===== config.mk =====
export PLATFORM = sky130hd
export DESIGN_NAME = iwc_top
export DESIGN_NICKNAME = d
export VERILOG_FILES = /design/src/iwc_pkg.sv /design/src/iwc_top.sv
export SDC_FILE = /design/constraint.sdc
export NUM_CORES = 1
export LEC_CHECK = 0
export ABC_CLOCK_PERIOD_IN_PS = 3500
export BUFFER_PORTS_ARGS = -buffer_cell sky130_fd_sc_hd__buf_2
export CAP_MARGIN = 20
export CORE_MARGIN = 4
export CORE_UTILIZATION = 44
export DETAILED_ROUTE_END_ITERATION = 8
export GPL_ROUTABILITY_DRIVEN = 0
export PLACE_DENSITY = 0.76
export SLEW_MARGIN = 20
export SYNTH_ARGS = -nofsm -noshare
export SYNTH_HDL_FRONTEND = slang
export SYNTH_SLANG_ARGS = --single-unit

===== constraint.sdc =====
create_clock -name MCLK -period 3.5 [get_ports MCLK]
set_clock_uncertainty 0.1 [all_clocks]
set_input_delay 0.7 -clock MCLK [delete_from_list [all_inputs] [get_ports MCLK]]
set_output_delay 0.7 -clock MCLK [all_outputs]
set_load 0.05 [all_outputs]

===== src/iwc_pkg.sv =====
// constants, register map and state types of the interrupt and wake controller
package iwc_pkg;
    // ----------------------------------------
    // register indices and byte addresses
    // ----------------------------------------
    localparam logic [7:0] IDX_ICF = 8'h0B;
    localparam logic [7:0] IDX_TEC = 8'h81;
    localparam logic [7:0] IDX_IST = 8'h90;
    localparam logic [7:0] IDX_IMK = 8'h91;
    localparam logic [11:0] ADDR_ICF = {2'b00, IDX_ICF, 2'b00};
    localparam logic [11:0] ADDR_TEC = {2'b00, IDX_TEC, 2'b00};
    localparam logic [11:0] ADDR_IST = {2'b00, IDX_IST, 2'b00};
    localparam logic [11:0] ADDR_IMK = {2'b00, IDX_IMK, 2'b00};
    // ----------------------------------------
    // interrupt_control_flags fields
    // ----------------------------------------
    localparam int BIT_GIE = 7;
    localparam int BIT_TOE = 5;
    localparam int BIT_PIE = 4;
    localparam int BIT_PCE = 3;
    localparam int BIT_TOF = 2;
    localparam int BIT_PIF = 1;
    localparam int BIT_PCF = 0;
    localparam logic [7:0] ICF_RESET = 8'h00;
    // ----------------------------------------
    // timer_edge_config fields
    // ----------------------------------------
    localparam int BIT_EDGE_SEL = 6;
    localparam logic [7:0] TEC_RESET = 8'hFF;
    // ----------------------------------------
    // block status and mask bits
    // ----------------------------------------
    localparam int ST_TAKEN = 0;
    localparam int ST_WAKE = 1;
    localparam logic [1:0] IMK_RESET = 2'b00;
    // ----------------------------------------
    // core side constants, timing and axi response codes
    // ----------------------------------------
    localparam logic [12:0] IRQ_VECTOR = 13'h0004;
    localparam logic [7:0] TIMER_MAX = 8'hFF;
    localparam logic [1:0] DUMMY_CYCLES = 2'd2;
    localparam logic [1:0] RESP_OKAY = 2'b00;
    localparam logic [1:0] RESP_SLVERR = 2'b10;

    typedef enum logic [1:0] {
        TK_IDLE,
        TK_DUMMY,
        TK_WAKE_EXEC
    } iwc_take_type;
endpackage


===== src/iwc_top.sv =====
// interrupt flag, enable, vectoring and wake logic with an axi4-lite register port
//
// Contract
// - three sources: pin edge, timer, port change
// - control register holds flags, enables, global enable
// - bit 7 global enable gates all interrupts
// - every reset clears the global enable
// - flags set regardless of any enable
// - taking irq clears enable, pushes, vectors 0004h
// - return op leaves routine and sets enable
// - pin/change latency three or four cycles
// - enable clear: next cycle nop, irqs stay pending
// - edge select bit 6 picks rising edge
// - selected pin edge sets flag bit 1
// - pin enable bit 4 gates pin irq
// - pin wakes halt only if enabled before
// - after wake run PC+1, then vector
// - wake leaves a control flag changed; wake here changes no icf bit, it only sets ST_WAKE
// - timer max to zero sets bit 2, enable 5
// - port change sets bit 0, own enable
`timescale 1ns/10ps
module iwc_top
    import iwc_pkg::*;
#(
    parameter int ADDR_W = 12
) (
    input wire logic MCLK,
    input wire logic RST,
    input wire logic [ADDR_W-1:0] S_AXI_AWADDR,
    input wire logic S_AXI_AWVALID,
    output logic S_AXI_AWREADY,
    input wire logic [31:0] S_AXI_WDATA,
    input wire logic [3:0] S_AXI_WSTRB,
    input wire logic S_AXI_WVALID,
    output logic S_AXI_WREADY,
    output logic [1:0] S_AXI_BRESP,
    output logic S_AXI_BVALID,
    input wire logic S_AXI_BREADY,
    input wire logic [ADDR_W-1:0] S_AXI_ARADDR,
    input wire logic S_AXI_ARVALID,
    output logic S_AXI_ARREADY,
    output logic [31:0] S_AXI_RDATA,
    output logic [1:0] S_AXI_RRESP,
    output logic S_AXI_RVALID,
    input wire logic S_AXI_RREADY,
    input wire logic EDGE_IRQ_PIN,
    input wire logic [3:0] CHANGE_SENSE_PINS,
    input wire logic [7:0] TIMER_COUNT,
    input wire logic [12:0] CORE_PC_NEXT,
    input wire logic CORE_RETURN_FROM_IRQ_OP,
    input wire logic CORE_GIE_CLEAR_OP,
    input wire logic CORE_HALT_OP,
    output logic CORE_FORCE_NOP,
    output logic CORE_PUSH,
    output logic [12:0] CORE_PUSH_ADDR,
    output logic CORE_VECTOR_LOAD,
    output logic [12:0] CORE_VECTOR_ADDR,
    output logic CORE_HALTED,
    output logic CORE_WAKE,
    output logic GLOBAL_IRQ_ENABLE,
    output logic IRQ
);
    // ----------------------------------------
    // state
    // ----------------------------------------
    typedef struct packed {
        logic [ADDR_W-1:0] aw_addr;
        logic aw_have;
        logic [7:0] w_data;
        logic w_lane0;
        logic w_have;
        logic awready;
        logic wready;
        logic bvalid;
        logic [1:0] bresp;
        logic arready;
        logic rvalid;
        logic [7:0] rdata;
        logic [1:0] rresp;
        logic [7:0] icf;
        logic [7:0] tec;
        logic [1:0] ist;
        logic [1:0] imk;
        logic irq;
        logic pin_prev;
        logic [3:0] chg_prev;
        logic [7:0] tmr_prev;
        logic primed;
        logic halted;
        logic [2:0] sleep_en;
        iwc_take_type tk;
        logic [1:0] tk_cnt;
        logic suppress;
        logic nop;
        logic push;
        logic [12:0] push_addr;
        logic vload;
        logic [12:0] vaddr;
        logic wake;
    } iwc_state_type;

    iwc_state_type s_q;
    iwc_state_type s_d;

    logic pin_evt;
    logic tmr_evt;
    logic chg_evt;
    logic [2:0] flags;
    logic [2:0] ens;
    logic pending;
    logic wr_fire;
    logic rd_fire;
    logic [ADDR_W-1:0] rd_addr;

    always_comb begin
        s_d = s_q;
        s_d.push = 1'b0;
        s_d.vload = 1'b0;
        s_d.wake = 1'b0;
        s_d.suppress = 1'b0;
        rd_addr = S_AXI_ARADDR;

        // ----------------------------------------
        // source event detection
        // ----------------------------------------
        s_d.pin_prev = EDGE_IRQ_PIN;
        s_d.chg_prev = CHANGE_SENSE_PINS;
        s_d.tmr_prev = TIMER_COUNT;
        // first edge after reset only loads the samples, so pins away from zero fake no event
        s_d.primed = 1'b1;
        if (s_q.tec[BIT_EDGE_SEL]) begin
            pin_evt = s_q.primed & EDGE_IRQ_PIN & ~s_q.pin_prev;
        end else begin
            pin_evt = s_q.primed & ~EDGE_IRQ_PIN & s_q.pin_prev;
        end
        tmr_evt = s_q.primed && (s_q.tmr_prev == TIMER_MAX) && (TIMER_COUNT == 8'h00);
        chg_evt = s_q.primed && (CHANGE_SENSE_PINS != s_q.chg_prev);

        // ----------------------------------------
        // axi write channel
        // ----------------------------------------
        if (S_AXI_AWVALID && s_q.awready) begin
            s_d.aw_addr = S_AXI_AWADDR;
            s_d.aw_have = 1'b1;
        end
        if (S_AXI_WVALID && s_q.wready) begin
            s_d.w_data = S_AXI_WDATA[7:0];
            s_d.w_lane0 = S_AXI_WSTRB[0];
            s_d.w_have = 1'b1;
        end
        if (s_q.bvalid && S_AXI_BREADY) begin
            s_d.bvalid = 1'b0;
        end
        wr_fire = s_q.aw_have && s_q.w_have && !s_q.bvalid;
        if (wr_fire) begin
            s_d.aw_have = 1'b0;
            s_d.w_have = 1'b0;
            s_d.bvalid = 1'b1;
            s_d.bresp = RESP_OKAY;
            case (s_q.aw_addr)
                ADDR_ICF: begin
                    // a written zero clears a flag; a set in the same cycle wins below
                    if (s_q.w_lane0) begin
                        s_d.icf = s_q.w_data;
                    end
                end
                ADDR_TEC: begin
                    if (s_q.w_lane0) begin
                        s_d.tec = s_q.w_data;
                    end
                end
                ADDR_IMK: begin
                    if (s_q.w_lane0) begin
                        s_d.imk = s_q.w_data[1:0];
                    end
                end
                ADDR_IST: begin
                end
                default: begin
                    s_d.bresp = RESP_SLVERR;
                end
            endcase
        end

        // ----------------------------------------
        // axi read channel
        // ----------------------------------------
        if (s_q.rvalid && S_AXI_RREADY) begin
            s_d.rvalid = 1'b0;
        end
        rd_fire = S_AXI_ARVALID && s_q.arready;
        if (rd_fire) begin
            s_d.rvalid = 1'b1;
            s_d.rresp = RESP_OKAY;
            case (rd_addr)
                ADDR_ICF: begin
                    s_d.rdata = s_q.icf;
                end
                ADDR_TEC: begin
                    s_d.rdata = s_q.tec;
                end
                ADDR_IST: begin
                    s_d.rdata = {6'h00, s_q.ist};
                    s_d.ist = 2'b00;
                end
                ADDR_IMK: begin
                    s_d.rdata = {6'h00, s_q.imk};
                end
                default: begin
                    s_d.rdata = 8'h00;
                    s_d.rresp = RESP_SLVERR;
                end
            endcase
        end

        // ----------------------------------------
        // flags: hardware set wins over a write
        // ----------------------------------------
        if (pin_evt) begin
            s_d.icf[BIT_PIF] = 1'b1;
        end
        if (tmr_evt) begin
            s_d.icf[BIT_TOF] = 1'b1;
        end
        if (chg_evt) begin
            s_d.icf[BIT_PCF] = 1'b1;
        end

        // ----------------------------------------
        // global enable from the core
        // ----------------------------------------
        if (CORE_RETURN_FROM_IRQ_OP) begin
            s_d.icf[BIT_GIE] = 1'b1;
        end
        if (CORE_GIE_CLEAR_OP) begin
            s_d.icf[BIT_GIE] = 1'b0;
            s_d.suppress = 1'b1;
        end

        // registered flags and enables, so a new event needs one edge to count
        flags = {s_q.icf[BIT_TOF], s_q.icf[BIT_PIF], s_q.icf[BIT_PCF]};
        ens = {s_q.icf[BIT_TOE], s_q.icf[BIT_PIE], s_q.icf[BIT_PCE]};
        pending = |(flags & ens);

        // ----------------------------------------
        // halt and wake
        // ----------------------------------------
        if (CORE_HALT_OP && !s_q.halted) begin
            s_d.halted = 1'b1;
            s_d.sleep_en = ens;
        end
        if (s_q.halted && |(flags & s_q.sleep_en)) begin
            // the flag that woke the core stays set for software to see
            s_d.halted = 1'b0;
            s_d.wake = 1'b1;
            s_d.ist[ST_WAKE] = 1'b1;
            s_d.tk = TK_WAKE_EXEC;
        end

        // ----------------------------------------
        // vectoring sequence
        // ----------------------------------------
        case (s_q.tk)
            TK_IDLE: begin
                // suppress blocks the take but leaves the flags pending
                if (pending && s_q.icf[BIT_GIE] && !s_q.suppress && !s_q.halted) begin
                    s_d.tk = TK_DUMMY;
                    s_d.tk_cnt = DUMMY_CYCLES - 2'd1;
                    s_d.push_addr = CORE_PC_NEXT;
                end
            end
            TK_DUMMY: begin
                // fixed dummy count keeps latency independent of instruction length
                if (s_q.tk_cnt == 2'd0) begin
                    s_d.tk = TK_IDLE;
                    s_d.icf[BIT_GIE] = 1'b0;
                    s_d.push = 1'b1;
                    s_d.vload = 1'b1;
                    s_d.vaddr = IRQ_VECTOR;
                    s_d.ist[ST_TAKEN] = 1'b1;
                end else begin
                    s_d.tk_cnt = s_q.tk_cnt - 2'd1;
                end
            end
            TK_WAKE_EXEC: begin
                // one cycle for the instruction after the halt, then normal arbitration
                s_d.tk = TK_IDLE;
            end
            default: begin
                s_d.tk = TK_IDLE;
            end
        endcase

        s_d.nop = (s_d.tk == TK_DUMMY) || s_d.suppress;
        s_d.awready = !s_d.aw_have && !s_d.bvalid;
        s_d.wready = !s_d.w_have && !s_d.bvalid;
        s_d.arready = !s_d.rvalid;
        s_d.irq = |(s_d.ist & s_d.imk);
    end

    always_ff @(posedge MCLK or posedge RST) begin
        if (RST) begin
            s_q <= '0;
            s_q.icf <= ICF_RESET;
            s_q.tec <= TEC_RESET;
            s_q.imk <= IMK_RESET;
            s_q.tk <= TK_IDLE;
        end else begin
            s_q <= s_d;
        end
    end

    // ----------------------------------------
    // outputs
    // ----------------------------------------
    assign S_AXI_AWREADY = s_q.awready;
    assign S_AXI_WREADY = s_q.wready;
    assign S_AXI_BVALID = s_q.bvalid;
    assign S_AXI_BRESP = s_q.bresp;
    assign S_AXI_ARREADY = s_q.arready;
    assign S_AXI_RVALID = s_q.rvalid;
    assign S_AXI_RDATA = {24'h00_0000, s_q.rdata};
    assign S_AXI_RRESP = s_q.rresp;
    assign CORE_FORCE_NOP = s_q.nop;
    assign CORE_PUSH = s_q.push;
    assign CORE_PUSH_ADDR = s_q.push_addr;
    assign CORE_VECTOR_LOAD = s_q.vload;
    assign CORE_VECTOR_ADDR = s_q.vaddr;
    assign CORE_HALTED = s_q.halted;
    assign CORE_WAKE = s_q.wake;
    assign GLOBAL_IRQ_ENABLE = s_q.icf[BIT_GIE];
    assign IRQ = s_q.irq;
endmodule // iwc_top


==> impl_metrics.yaml <==
run_status:
  outcome: "complete, no violations"
global_route:
  grt_pass1_wl_um: 13200
  first_global_vias: 2748
  grt_max_degree: 53
  gr-total-overflow: 0
  antenna_found_initial: 0
  grt.total_usage_pct: 14.5
sta:
  period_share_pct: 71.0
  whs_ns: 0.316
  rsz0062_at_grt: "no"
  tightest_slew_ns: 0.942
  maxSlewHeadroom_pct: 36.9
  fin_crit_ns: 2.49
  hold_viol: 0
  setup_tns_ns: 0
  slew_violations: 0
  fmax_mhz: 402
  setup-violations-final: 0
synthesis:
  yosysMostFrequentCell: "dfrtp_1"
  synth.largest_area_cell: "dfrtp_1"
  ys_types: 52
  synthTopCellsByCount: "dfrtp_1, buf_4, mux2_2, nand2_1, o21ai_0"
  ys_async_sr_fraction_pct: 100
  synthCells: 351
  synth_top_cell_area_share_pct: 51.6
  synth.avg_cell_area_sq_um: 12.6
  ys_seq_area_share_pct: 56.3
  ys_ff_latch: 99
  synth_edf_count: 0
  netlist_area_sq_um: 4420
  synth_ff_type: "dfrtp_1"
  synth_warnings: 0
  synthTopCellsByArea: "dfrtp_1, mux2_2, buf_4"
finish:
  drive_above_1_share_pct: 43.3
  fin_util_pct: 50.7
  finalNonFillerCells: 574
  nets: 533
  area_growth_pct: 12.2
  n_antenna_cell: 0
cts:
  htreeDepth: 3
  cts_root_buf: "clkbuf_8"
  worstSkewPairLatency_ns: 0.36
  clkTransAtPathRegs_ns: 0.09
  hold_buffers: 0
  postCtsSetupBuffers: 0
  ctsResizeCount: 0
  clock_sinks: 99
  cts_buffers: 9
  max-clock-path-buffers: 2
  cts_tree: "done"
route:
  wl_um: 8190
  vias_per_cell: 4.72
  wl_per_cell_um: 14.3
  drtPass1Iterations: 4
  drt_iter0_markers: 90
  vias: 2709
  remaining_drc_errors: 0
  ant_nets: 0
power_and_ir_drop:
  power_frac_clock_pct: 26.3
  combPwrFrac_pct: 20.6
  p_sw_share_pct: 31.6
  internal-power_mw: 1.87
  power.leakage_nw: 2.51
  powerDensity_nw_per_um2: 551
  ir_drop_mv: 0.477
  total_power_mw: 2.73
  switchingPower_mw: 0.863
  p_seq_share_pct: 53.0
critical_path:
  critPathLaunchType: "flip-flop"
  critPathRequiredTime_ns: 3.64
  crit_arrival_ns: 2.62
  path_class: "flip-flop to flip-flop"
  r2r_cells: 4
  r2r_end: "CORE_PUSH_ADDR[3]"
  r2r_slack_ns: 1.01
  cp-end-kind: "flip-flop"
  timing.rr.start: "flags[0]"
  cp_max_fo: 13
placement:
  post-place-cells: 558
  portBuffers: 104
  dp_hpwl_um: 6330
floorplanning:
  core_area_sq_um: 9770
  rows: 36
  io_pins: 170
  initial_core_util_pct: 45.2
  die_y_um: 108
  die_w_um: 108
  die-area_sq_um: 11700
flow_run:
  drv_cap: 0
min_path:
  hold_class: "primary input to asynchronous set/reset pin"
## worst max-delay path, cell delays in order (launching register included)
cell	delay (ns)
dfrtp_1	0.43
a222oi_1	0.13
or4b_1	0.55
nor3_2	0.74
mux2_2	0.42
## per-stage QoR
step | cell area, sq um | worst slack [ns]
floorplan | 4550 | 0.123
global placement | 4760 | 1.07
detailed placement | 4760 | 1.00
CTS | 4950 | 0.979
global route | 4950 | 0.869
finish | 4950 | 1.01
## power by group through the flow
| stage | Combinational (mW) | Clock [mW] | Sequential [mW] |
|---|---|---|---|
| after floorplan | 0.425 | 0 | 1.50 |
| after CTS | 0.572 | 0.739 | 1.45 |
| final | 0.563 | 0.719 | 1.45 |
| after global placement | 0.552 | 0 | 1.46 |
| after detailed placement | 0.571 | 0 | 1.47 |
| after global routing | 0.616 | 0.792 | 1.48 |
## worst max path at each step
stage	startpoint	to	depth (start not counted)
6_report	flags[0]	CORE_PUSH_ADDR[3]	4
5_1_grt	flags[0]	CORE_PUSH_ADDR[2]	4
4_1_cts	flags[0]	CORE_PUSH_ADDR[9]	4
3_5_place_dp	flags[0]	CORE_PUSH_ADDR[9]	4
3_3_place_gp	flags[0]	CORE_PUSH_ADDR[5]	4
2_1_floorplan	RST	CORE_FORCE_NOP	1
## state kept, by name, indices dropped and copies added, names as in the netlist, 3 cells and up
| signal | count |
|---|---|
| s_q | 58 |
| CORE_PUSH_ADDR | 13 |
| S_AXI_RDATA | 8 |
| ens | 3 |
| flags | 3 |
## layout by cell type, fill, tap and decap left out, drive strengths merged, types with 3 or more instances in the layout
master  netlist  routed
nand2        23      23
o21ai        13      13
inv           9      10
clkinv        0       5
conb          2      39
buf          65     106
clkbuf        4       9
nand4         3       3
a22oi         8       8
a22o          3       3
dfrtp        91      91
mux2         54      54
xor2          4       4
dfstp         8       8
nor2          6       6
nor2b         3       3
nor4          4       4
nand3         3       3
nor4b         3       3
a21oi         3       3
mux2i         4       4
nor3          6       6
## kinds of logic after synthesis
family | count (synthesis) | synth area share (%)
XOR/XNOR | 4 | 0.793
flip-flops | 99 | 56.3
other | 2 | 0.170
multiplexers | 58 | 14.7
AO/OA/AOI/OAI | 40 | 6.12
adder cells (fa/ha/maj) | 1 | 0.283
buffers and inverters | 78 | 12.0
AND/OR/NAND/NOR | 69 | 9.58
## final cells by class
cell class | instances | area [sq um]
clock inverter | 7 | 67.6
inverter | 9 | 36.3
fill | 873 | 4820
clock buffer | 9 | 124
multi-input combinational | 211 | 1540
tap | 133 | 166
sequential | 99 | 2490
timing repair buffer | 106 | 536
## routing by layer
layer | GRT usage, % | up-vias | wire length [um]
li1 | - | 1297 | -
met1 | 18.4 | 1298 | 3390
met2 | 23.4 | 103 | 3970
met3 | 4.36 | 11 | 702
met4 | 5.95 | 0 | 125
met5 | 0 | - | 0
Note: power is estimated with default switching activity, not from simulation.
